File: src/ppg_pkg.sv
/*
 * Constants of the peripheral power gating block: register offsets,
 * field positions, reset values and bus widths.
 * Assumes a 12-bit byte address on an APB bus with 32-bit data.
 */
package ppg_pkg;

	////////////////////////////////////////////////////////////////////////
	// Bus geometry
	localparam int unsigned ADDR_W = 12;
	localparam int unsigned DATA_W = 32;

	////////////////////////////////////////////////////////////////////////
	// Register offsets (byte addresses)
	localparam logic [11:0] OFF_POWER_GATE = 12'hf80;
	localparam logic [11:0] OFF_GATE_STATUS = 12'hf84;

	////////////////////////////////////////////////////////////////////////
	// Fields of the power gate register
	localparam int unsigned BIT_LOWPOWER_AMP_OFF = 7;
	localparam int unsigned BIT_BROWNOUT_DETECTOR_OFF = 4;
	localparam int unsigned BIT_TEMP_SENSOR_OFF = 3;
	localparam int unsigned BIT_CONVERTER_OFF = 2;
	localparam int unsigned BIT_COMPARATOR_OFF = 1;
	localparam logic [7:0] POWER_GATE_RESET = 8'h80;

	////////////////////////////////////////////////////////////////////////
	// Fields of the status register
	localparam int unsigned STAT_ENABLE_LSB = 0;
	localparam int unsigned STAT_AO_OPTION = 5;
	localparam int unsigned STAT_STOP_MODE = 6;

	////////////////////////////////////////////////////////////////////////
	// Gated peripherals, index order of the enable vector
	localparam int unsigned NUM_PERIPH = 5;
	localparam int unsigned IDX_COMPARATOR = 0;
	localparam int unsigned IDX_CONVERTER = 1;
	localparam int unsigned IDX_TEMP_SENSOR = 2;
	localparam int unsigned IDX_BROWNOUT = 3;
	localparam int unsigned IDX_LOWPOWER_AMP = 4;
	localparam logic [4:0] ENABLE_RESET = 5'h00;

endpackage

File: src/ppg_gate_cell.sv
/*
 * One peripheral enable cell: a flop that enables the peripheral when
 * its disable bit is clear and its qualifier allows it.
 * Assumes the disable bit comes from a register in the same clock domain.
 */
module ppg_gate_cell
#(
	parameter logic RESET_EN = 1'b0
)
(
	input  wire logic clk_i,
	input  wire logic rst_n_i,
	input  wire logic disable_i,
	input  wire logic qualify_i,
	output      logic enable_o
);

	// Enable follows the control bit one cycle later
	always_ff @(posedge clk_i or negedge rst_n_i)
	begin
		if (!rst_n_i)
			enable_o <= RESET_EN;
		else
			enable_o <= !disable_i && qualify_i;
	end

endmodule

File: src/ppg_top.sv
/*
 * Peripheral power gating: one 8-bit control register on APB that
 * disables the low-power amplifier, brown-out detector, temperature
 * sensor, converter and comparator, plus a read-only status word.
 * Assumes RST_N_I is the power-on reset; SYS_RST_N_I carries all other
 * system reset sources and is synchronous to SYS_CLK_I.
 */

module ppg_top
(
	input  wire logic        SYS_CLK_I,
	input  wire logic        RST_N_I,
	input  wire logic        SYS_RST_N_I,
	input  wire logic        PSEL_I,
	input  wire logic        PENABLE_I,
	input  wire logic        PWRITE_I,
	input  wire logic [11:0] PADDR_I,
	input  wire logic [31:0] PWDATA_I,
	input  wire logic [3:0]  PSTRB_I,
	input  wire logic        STOP_MODE_I,
	input  wire logic        BROWNOUT_AO_OPTION_I,
	output      logic        PREADY_O,
	output      logic [31:0] PRDATA_O,
	output      logic        PSLVERR_O,
	output      logic        LPAMP_EN_O,
	output      logic        BROWNOUT_EN_O,
	output      logic        TEMP_EN_O,
	output      logic        ADC_EN_O,
	output      logic        COMP_EN_O
);

	////////////////////////////////////////////////////////////////////////
	// Declarations
	logic [7:0]                      power_gate_q;
	logic                            pready_q;
	logic                            pslverr_q;
	logic [31:0]                     prdata_q;
	logic                            setup_phase;
	logic                            access_fire;
	logic                            write_fire;
	logic [ppg_pkg::NUM_PERIPH-1:0]  disable_vec;
	logic [ppg_pkg::NUM_PERIPH-1:0]  qualify_vec;
	logic [ppg_pkg::NUM_PERIPH-1:0]  enable_vec;
	logic [7:0]                      status_byte;
	logic [31:0]                     read_word;

	// Address match against one register offset
	function automatic logic ppg_hit(input logic [11:0] addr,
		input logic [11:0] off);
		ppg_hit = (addr == off);
	endfunction

	////////////////////////////////////////////////////////////////////////
	// APB phase decode
	assign setup_phase = PSEL_I && !PENABLE_I;
	assign access_fire = PSEL_I && PENABLE_I && pready_q;
	assign write_fire  = access_fire && PWRITE_I && PSTRB_I[0] &&
		ppg_hit(PADDR_I, ppg_pkg::OFF_POWER_GATE);

	// Ready one cycle after setup; other resets abort a transfer
	always_ff @(posedge SYS_CLK_I or negedge RST_N_I)
	begin
		if (!RST_N_I)
			pready_q <= 1'b0;
		else if (!SYS_RST_N_I)
			pready_q <= 1'b0;
		else
			pready_q <= setup_phase;
	end

	// Error for any address outside the two registers
	always_ff @(posedge SYS_CLK_I or negedge RST_N_I)
	begin
		if (!RST_N_I)
			pslverr_q <= 1'b0;
		else if (!SYS_RST_N_I)
			pslverr_q <= 1'b0;
		else
			pslverr_q <= setup_phase &&
				!ppg_hit(PADDR_I, ppg_pkg::OFF_POWER_GATE) &&
				!ppg_hit(PADDR_I, ppg_pkg::OFF_GATE_STATUS);
	end

	////////////////////////////////////////////////////////////////////////
	// Read path
	assign status_byte = {1'b0, STOP_MODE_I, BROWNOUT_AO_OPTION_I,
		enable_vec};

	// Read mux, all eight stored bits returned
	always_comb
	begin
		read_word = 32'h0000_0000;
		if (ppg_hit(PADDR_I, ppg_pkg::OFF_POWER_GATE))
			read_word = {24'h00_0000, power_gate_q};
		else if (ppg_hit(PADDR_I, ppg_pkg::OFF_GATE_STATUS))
			read_word = {24'h00_0000, status_byte};
	end

	// Read data captured in setup, held through access
	always_ff @(posedge SYS_CLK_I or negedge RST_N_I)
	begin
		if (!RST_N_I)
			prdata_q <= 32'h0000_0000;
		else if (!SYS_RST_N_I)
			prdata_q <= 32'h0000_0000;
		else if (setup_phase)
			prdata_q <= PWRITE_I ? 32'h0000_0000 : read_word;
	end

	////////////////////////////////////////////////////////////////////////
	// Power gate register, set to 8'h80 by power-on reset only
	always_ff @(posedge SYS_CLK_I or negedge RST_N_I)
	begin
		if (!RST_N_I)
			power_gate_q <= ppg_pkg::POWER_GATE_RESET;
		else if (write_fire)
			power_gate_q <= PWDATA_I[7:0];
	end

	////////////////////////////////////////////////////////////////////////
	// Per-peripheral enable cells
	assign disable_vec[ppg_pkg::IDX_COMPARATOR] =
		power_gate_q[ppg_pkg::BIT_COMPARATOR_OFF];
	assign disable_vec[ppg_pkg::IDX_CONVERTER] =
		power_gate_q[ppg_pkg::BIT_CONVERTER_OFF];
	assign disable_vec[ppg_pkg::IDX_TEMP_SENSOR] =
		power_gate_q[ppg_pkg::BIT_TEMP_SENSOR_OFF];
	assign disable_vec[ppg_pkg::IDX_BROWNOUT] =
		power_gate_q[ppg_pkg::BIT_BROWNOUT_DETECTOR_OFF];
	assign disable_vec[ppg_pkg::IDX_LOWPOWER_AMP] =
		power_gate_q[ppg_pkg::BIT_LOWPOWER_AMP_OFF];

	// Only the brown-out detector needs the always-on option
	always_comb
	begin
		qualify_vec = {ppg_pkg::NUM_PERIPH{1'b1}};
		qualify_vec[ppg_pkg::IDX_BROWNOUT] = BROWNOUT_AO_OPTION_I;
	end

	// Enables ignore STOP_MODE_I, so the amplifier stays on in STOP
	generate
		for (genvar i = 0; i < ppg_pkg::NUM_PERIPH; i++)
		begin : g_cell
			ppg_gate_cell
			#(
				.RESET_EN (ppg_pkg::ENABLE_RESET[i])
			)
			u_cell
			(
				.clk_i     (SYS_CLK_I),
				.rst_n_i   (RST_N_I),
				.disable_i (disable_vec[i]),
				.qualify_i (qualify_vec[i]),
				.enable_o  (enable_vec[i])
			);
		end
	endgenerate

	////////////////////////////////////////////////////////////////////////
	// Outputs
	assign PREADY_O      = pready_q;
	assign PSLVERR_O     = pslverr_q;
	assign PRDATA_O      = prdata_q;
	assign COMP_EN_O     = enable_vec[ppg_pkg::IDX_COMPARATOR];
	assign ADC_EN_O      = enable_vec[ppg_pkg::IDX_CONVERTER];
	assign TEMP_EN_O     = enable_vec[ppg_pkg::IDX_TEMP_SENSOR];
	assign BROWNOUT_EN_O = enable_vec[ppg_pkg::IDX_BROWNOUT];
	assign LPAMP_EN_O    = enable_vec[ppg_pkg::IDX_LOWPOWER_AMP];

	////////////////////////////////////////////////////////////////////////
	// Checks
	logic first_q;

	// Marks the first clock edge after power-on reset
	always_ff @(posedge SYS_CLK_I or negedge RST_N_I)
	begin
		if (!RST_N_I)
			first_q <= 1'b1;
		else
			first_q <= 1'b0;
	end

	// Power-on value holds until the first edge
	chk_por_value: assert property (
		@(posedge SYS_CLK_I) disable iff (!RST_N_I)
		first_q |-> power_gate_q == ppg_pkg::POWER_GATE_RESET &&
		!LPAMP_EN_O)
		else $error("power gate register not at power-on value");

	// Other resets leave the register alone
	chk_sysrst_keep: assert property (
		@(posedge SYS_CLK_I) disable iff (!RST_N_I)
		!SYS_RST_N_I ##1 !SYS_RST_N_I |-> $stable(power_gate_q))
		else $error("register changed under system reset");

	// Write lands the whole byte at the next edge
	chk_write_byte: assert property (
		@(posedge SYS_CLK_I) disable iff (!RST_N_I)
		write_fire |=> power_gate_q == $past(PWDATA_I[7:0]))
		else $error("write did not store whole byte");

	// Read returns all stored bits in the access phase
	chk_read_back: assert property (
		@(posedge SYS_CLK_I) disable iff (!RST_N_I)
		setup_phase && !PWRITE_I && SYS_RST_N_I &&
		ppg_hit(PADDR_I, ppg_pkg::OFF_POWER_GATE)
		|=> PREADY_O && PRDATA_O == {24'h00_0000, $past(power_gate_q)})
		else $error("read data mismatch");

	// Analog peripherals follow their disable bits
	chk_analog_gate: assert property (
		@(posedge SYS_CLK_I) disable iff (!RST_N_I)
		!first_q |-> {TEMP_EN_O, ADC_EN_O, COMP_EN_O} ==
		~$past({power_gate_q[ppg_pkg::BIT_TEMP_SENSOR_OFF],
		power_gate_q[ppg_pkg::BIT_CONVERTER_OFF],
		power_gate_q[ppg_pkg::BIT_COMPARATOR_OFF]}))
		else $error("analog enable mismatch");

	// Amplifier stays on through STOP when bit clear
	chk_amp_stop: assert property (
		@(posedge SYS_CLK_I) disable iff (!RST_N_I)
		STOP_MODE_I && !power_gate_q[ppg_pkg::BIT_LOWPOWER_AMP_OFF]
		|=> LPAMP_EN_O)
		else $error("amplifier dropped in stop mode");

	// Brown-out needs both the bit and the option
	chk_brownout_and: assert property (
		@(posedge SYS_CLK_I) disable iff (!RST_N_I)
		!first_q |-> BROWNOUT_EN_O ==
		(!$past(power_gate_q[ppg_pkg::BIT_BROWNOUT_DETECTOR_OFF]) &&
		$past(BROWNOUT_AO_OPTION_I)))
		else $error("brown-out enable mismatch");

	// Main scenarios
	cov_amp_on: cover property (
		@(posedge SYS_CLK_I) disable iff (!RST_N_I)
		write_fire && !PWDATA_I[7] ##1 LPAMP_EN_O);
	cov_unmapped: cover property (
		@(posedge SYS_CLK_I) disable iff (!RST_N_I)
		PSLVERR_O && PREADY_O);
	cov_sysrst: cover property (
		@(posedge SYS_CLK_I) disable iff (!RST_N_I)
		!SYS_RST_N_I && !power_gate_q[ppg_pkg::BIT_LOWPOWER_AMP_OFF]);

endmodule

File: config.mk
export PLATFORM = sky130hd
export DESIGN_NAME = ppg_top
export DESIGN_NICKNAME = d
export VERILOG_FILES = /design/src/ppg_pkg.sv /design/src/ppg_gate_cell.sv /design/src/ppg_top.sv
export SDC_FILE = /design/constraint.sdc
export NUM_CORES = 1
export LEC_CHECK = 0
export ABC_AREA = 1
export BUFFER_PORTS_ARGS = -buffer_cell sky130_fd_sc_hd__buf_2
export CAP_MARGIN = 20
export CORE_MARGIN = 1.5
export CORE_UTILIZATION = 40
export DETAILED_ROUTE_END_ITERATION = 7
export GPL_ROUTABILITY_DRIVEN = 0
export GPL_TIMING_DRIVEN = 0
export PLACE_DENSITY_LB_ADDON = 0.25
export SETUP_SLACK_MARGIN = 0.2
export SKIP_LAST_GASP = 1
export SYNTH_ARGS = -nofsm -noshare
export SYNTH_HDL_FRONTEND = slang
export SYNTH_SLANG_ARGS = --single-unit
File: constraint.sdc
create_clock -name SYS_CLK_I -period 1.01 [get_ports SYS_CLK_I]
set_input_delay 0.202 -clock SYS_CLK_I [delete_from_list [all_inputs] [get_ports SYS_CLK_I]]
set_output_delay 0.202 -clock SYS_CLK_I [all_outputs]
set_load 0.005 [all_outputs]
==> reports/results.ini, run 1 <==
[run_status]
status=finished with violations
violations=negative setup slack

[synthesis]
synthTopCellsByCount=63 x nand2_1, 24 x buf_4, 22 x dfrtp_1
avgSynthCellArea_um2=7.71
synth_area_leader_cell=dfrtp_1
synth_top_area_share=0.438
yosys_warnings=0
synth_seq_cells=23
synth.most_common_cell=nand2_1
yosysSeqAreaShare=0.459
synth_edf_count=0
yosys-top-cells-area=dfrtp_1 44%, nand2_1 19%, buf_4 14%
ys_types=15
syn-instance-count=163
syn_area_um2=1260
async_flop_share=1.00
ys.flop_type=dfrtp_1

[timing]
fin_hold_ws_ns=0.0561
tightestPinTransition_ns=0.503
setup_viol=23
hold_viol=0
setup_tns_ns=-0.936
period_share=1.06
fin_ws_ns=-0.0656
period_minus_slack_ns=1.08
slew_headroom=0.665
max_freq_mhz=930
finalMaxSlewViolations=0
skew_ns=0.00491
rsz0062_at_grt=true

[detailed_routing]
antenna_left=0
wl_um=2610
drc_errors=0
drtIter0Drc=15
dr.pass1.iters=4
vias=1132
wl_per_cell_um=9.04
viasPerCell=3.92

[placement]
port_buffers=43
dp_cells=273
hpwl_um=1970
dp_slack_ns=-0.168

[die]
die_h_um=59.0
row_count=20
pin_count=95
die_w_um=59.0
start_util=0.415
core_um2=3030
die_area_um2=3490

[setup_path]
critical_path_class=reg2out
slowest_stage=dfrtp_1
critPathMaxFanout=2
endpoint_kind=output pin
worstPathRequired_ns=0.81
critPathArrivalTime_ns=0.87
cp_top_family=flip-flops
path_buf_inv=1
worst_path_largest_cell_delay_ns=0.42
crit_path_start_kind=flop
path_cells=buf_2

[power]
p_per_area_nw_per_um2=866
vdd_drop_max_uv=564
leakage_nw=1.06

[finish]
final_nets=302
fillers=296
final_layout_size_suffix_gt1_frac=0.465
seq_area_um2=577
multiInputGateArea_um2=602
area_growth_pct=49.1
final_cells=289
fin_util=0.619
diodes=0

[global_routing]
grt_pass1_wl_um=4310
grt_use_total=0.162
antenna_found_initial=0
grt_overflow_total=0
grt_max_degree=24
grt_pass1_vias=1052

[clock_tree]
htree_num_levels=1
cts_root_buffer=clkbuf_4
clkSinkCount=23
cts_tree=done
cts_max_path_buffers=2
insertion_delay_ns=0.31
cts_buffers=3
path_clk_slew_ns=0.13

[worst_hold_path]
hold_class=in2reg

[flow_run]
cap_viol_max_count=0

## final timing paths
path	start	to	slack, ns	depth (start not counted)
worst max-delay path	PREADY_O	PREADY_O	-0.07	1
worst min-delay path	PWDATA_I[7]	power_gate_q[7]	0.06	3
worst max register to register	PREADY_O	power_gate_q[4]	-0.06	5
worst min register to register	power_gate_q[1]	g_cell[0].u_cell.enable_o	0.45	1
max in group asynchronous	RST_N_I	power_gate_q[7]	0.28	2
min in group asynchronous	RST_N_I	g_cell[4].u_cell.enable_o	0.37	2
## cell type report
cell class / instances / share of cell area
repair buffers: 55 / 0.188
inverters: 16 / 0.0361
clock inverters: 1 / 0.00267
well taps: 44 / 0.0294
plain buffers: 25 / 0.102
clock buffers: 3 / 0.0120
multi-input cells: 122 / 0.321
flip-flops and latches: 23 / 0.308
## per-stage QoR
stage | total power, mW | area [um2]
2_1_floorplan | 1.08 | 1390
5_1_grt | 1.72 | 1870
3_3_place_gp | 1.17 | 1660
6_report | 1.62 | 1870
3_5_place_dp | 1.17 | 1660
4_1_cts | 1.60 | 1750
## sequential cells by signal, summed over array words and instances, names as in the netlist
| name | flops |
|---|---|
| PRDATA_O | 8 |
| PSLVERR_O | 1 |
| PREADY_O | 1 |
| g_cell.u_cell.enable_o | 5 |
| power_gate_q | 8 |
## routing by layer
layer	share of wire	global-route usage	vias to the layer above
met4	0.014	0.0584	0
li1	-	-	609
met3	0.050	0.0197	4
met5	0	0	-
met1	0.44	0.205	484
met2	0.50	0.283	35
## cell usage in the layout, fill, tap and decap left out
| cell | count |
|---|---|
| buf_4 | 29 |
| nand2_2 | 10 |
| buf_6 | 9 |
| nor2_1 | 7 |
| dfrtp_1 | 22 |
| clkinv_2 | 1 |
| dfstp_2 | 1 |
| conb_1 | 24 |
| o21ai_1 | 4 |
| clkbuf_4 | 3 |
| inv_1 | 13 |
| nand3_1 | 5 |
| nor2_4 | 6 |
| inv_8 | 1 |
| nand2_1 | 54 |
| nor3_1 | 1 |
| buf_8 | 1 |
| nor2_2 | 2 |
| dlygate4sd3_1 | 1 |
| nand3_2 | 9 |
| inv_2 | 2 |
| buf_2 | 40 |
## power by group
group | total [mW] | internal [mW] | switching (mW)
clock network | 0.439 | 0.148 | 0.290
logic | 0.255 | 0.131 | 0.124
registers | 0.929 | 0.926 | 0.00299
total | 1.62 | 1.21 | 0.417
## timing repair
action / in CTS / in global routing
pin swaps: 1 / 28
hold buffers: 1 / 0
buffers inserted: 5 / 5
gates resized for setup: 5 / 26
setup endpoints to repair: 29 / 32
cloned: 1 / 0
endpoints found under the hold margin: 22 / 0
## logic make-up (layout without fill, tap and decap cells)
group / count (synthesis) / count (layout) / synth area share
other: 1 / 24 / 0.00299
flip-flops: 23 / 23 / 0.459
AND/OR/NAND/NOR: 94 / 94 / 0.322
AO/OA/AOI/OAI: 4 / 4 / 0.0159
buffers and inverters: 41 / 100 / 0.200
No activity file was read; power rests on OpenSTA's default activity.
==> run 2, diff against run 1 <==
Settings changed: CORE_UTILIZATION 40 to 36, RECOVER_POWER from default to 100.
Clock period 1.01 ns to 0.95 ns, I/O delays scaled along.
==> reports/results.ini, run 2 (synthesized netlist as in run 1, its figures left out) <==
[timing]
rsz0062_at_grt=true  ; unchanged
finalMaxSlewViolations=0  ; unchanged
skew_ns=0.00406  ; was 0.00491 ns
hold_viol=0  ; unchanged
setup_viol=23  ; unchanged
tightestPinTransition_ns=0.547  ; was 0.503 ns
max_freq_mhz=949
period_share=1.11
period_minus_slack_ns=1.05
slew_headroom=0.635  ; was 0.665
fin_ws_ns=-0.104  ; was -0.0656 ns

[placement]
placed_cell_area_um2=1680  ; was 1660 um2
port_buffers=43  ; unchanged
hpwl_um=1950  ; was 1970 um

[power]
power.total_mw=1.69  ; was 1.62 mW
vdd_drop_max_uv=1030  ; was 564 uV
p_int_mw=1.28  ; was 1.21 mW
power_frac_seq=0.583  ; was 0.572
switchingPower_mw=0.416  ; was 0.417 mW
p_clk_frac=0.261  ; was 0.270
swShare=0.246  ; was 0.257
p_per_area_nw_per_um2=877  ; was 866 nW/um2
leakage_nw=1.10  ; was 1.06 nW
combPwrFrac=0.156  ; was 0.157

[worst_hold_path]
min_path_cells=3  ; unchanged
hold_class=in2reg  ; unchanged

[finish]
final_nets=308  ; was 302
area_growth_pct=53.6  ; was 49.1%
stdcell_area_um2=1930  ; was 1870 um2
layout_common_cells=55 x nand2_1, 41 x buf_2, 32 x buf_4, 24 x conb_1, 22 x dfrtp_1  ; was 54 x nand2_1, 40 x buf_2, 29 x buf_4, 24 x conb_1, 22 x dfrtp_1
layout_commonest_cell=nand2_1  ; unchanged
final_layout_size_suffix_gt1_frac=0.486  ; was 0.465
diodes=0  ; unchanged

[run_status]
violations=negative setup slack  ; unchanged
status=finished with violations  ; unchanged

[detailed_routing]
vias=1162  ; was 1132
drc_errors=0  ; unchanged
dr.pass1.iters=4  ; unchanged
viasPerCell=3.91  ; was 3.92
antenna_left=0  ; unchanged
wl_um=2610  ; about the same
drtIter0Drc=12  ; was 15
wl_per_cell_um=8.79  ; was 9.04 um

[die]
die_h_um=62.1  ; was 59.0 um
die_w_um=62.1  ; was 59.0 um
pin_count=95  ; unchanged
row_count=21  ; was 20
core_um2=3340  ; was 3030 um2
die_area_um2=3850  ; was 3490 um2
start_util=0.376  ; was 0.415

[setup_path]
cp_num_cells=1  ; unchanged
cp_top_family=flip-flops  ; unchanged
crit_path_start_kind=flop  ; unchanged
slowest_stage=dfrtp_1  ; unchanged
worst_path_largest_cell_delay_ns=0.42  ; about the same
endpoint_kind=output pin  ; unchanged
r2r_slack_ns=-0.06  ; about the same
r2r_cells=5  ; unchanged
critPathArrivalTime_ns=0.86  ; was 0.87 ns
path_cells=buf_2  ; unchanged
critPathMaxFanout=2  ; unchanged
critical_path_class=reg2out  ; unchanged
path_buf_inv=1  ; unchanged
worstPathRequired_ns=0.76  ; was 0.81 ns

[clock_tree]
path_clk_slew_ns=0.12  ; was 0.13 ns
htree_num_levels=1  ; unchanged
insertion_delay_ns=0.31  ; about the same
clkSinkCount=23  ; unchanged
cts_max_path_buffers=2  ; unchanged
cts_buffers=3  ; unchanged
cts_tree=done  ; unchanged
cts_root_buffer=clkbuf_4  ; unchanged

[global_routing]
grt_pass1_vias=997  ; was 1052
antenna_found_initial=0  ; unchanged
grt_max_degree=24  ; unchanged
grt_use_total=0.149  ; was 0.162
grt_overflow_total=0  ; unchanged
grt_pass1_wl_um=4100  ; was 4310 um

[flow_run]
cap_viol_max_count=0  ; unchanged

==> run 2: through the flow <==
stage | setup TNS (ns) | utilization | std cells | worst slack (ns) | hold slack [ns]
after floorplan | 0 | - | 186 | 0.0352 | -0.106
after global placement | -2.64 | 0.503 | 275 | -0.209 | 0.189
after detailed placement | -2.67 | 0.503 | 275 | -0.219 | 0.188
after CTS | -2.15 | 0.540 | 290 | -0.113 | 0.0346
after global routing | -3.09 | 0.578 | 297 | -0.163 | 0.0399
final | -1.53 | 0.578 | 297 | -0.104 | 0.0472
==> run 2: timing repair <==
item,CTS,global route
pin swaps,17,18
gates cloned,1,0
resized for setup,8,28
setup endpoints to repair,30,55
setup buffers,9,7
hold buffers,1,0
endpoints found under the hold margin,22,0
==> run 2: area by class of cell <==
class                           instances  area (um2)
Buffer                                 25         185
Clock inverter                          1        5.00
Sequential cell                        23         577
Tap cell                               46        57.6
Clock buffer                            3        22.5
Multi-Input combinational cell        122         638
Timing Repair Buffer                   61         384
Inverter                               16        60.1
Fill cell                             339        1410
==> run 2: path summary, 6_finish.rpt <==
check	end	start
min in group asynchronous	g_cell[3].u_cell.enable_o	RST_N_I
setup reg to reg	power_gate_q[0]	PREADY_O
hold reg to reg	g_cell[2].u_cell.enable_o	power_gate_q[3]
setup / recovery	ADC_EN_O	g_cell[1].u_cell.enable_o
max in group asynchronous	power_gate_q[7]	RST_N_I
hold / removal	power_gate_q[7]	PWDATA_I[7]
==> run 2: per-layer routing <==
layer	vias up	wire length, um	global-route usage
li1	623	-	-
met1	496	1060	0.170
met2	37	1370	0.271
met3	6	140	0.0435
met4	0	38	0.0365
met5	-	0	0
==> run 2: power groups by stage <==
stage,combinational (mW),sequential (mW),clock [mW]
2_1_floorplan,0.143,1.01,0
3_3_place_gp,0.242,1.00,0
3_5_place_dp,0.243,1.01,0
4_1_cts,0.251,0.987,0.469
5_1_grt,0.306,0.988,0.501
6_report,0.264,0.987,0.441
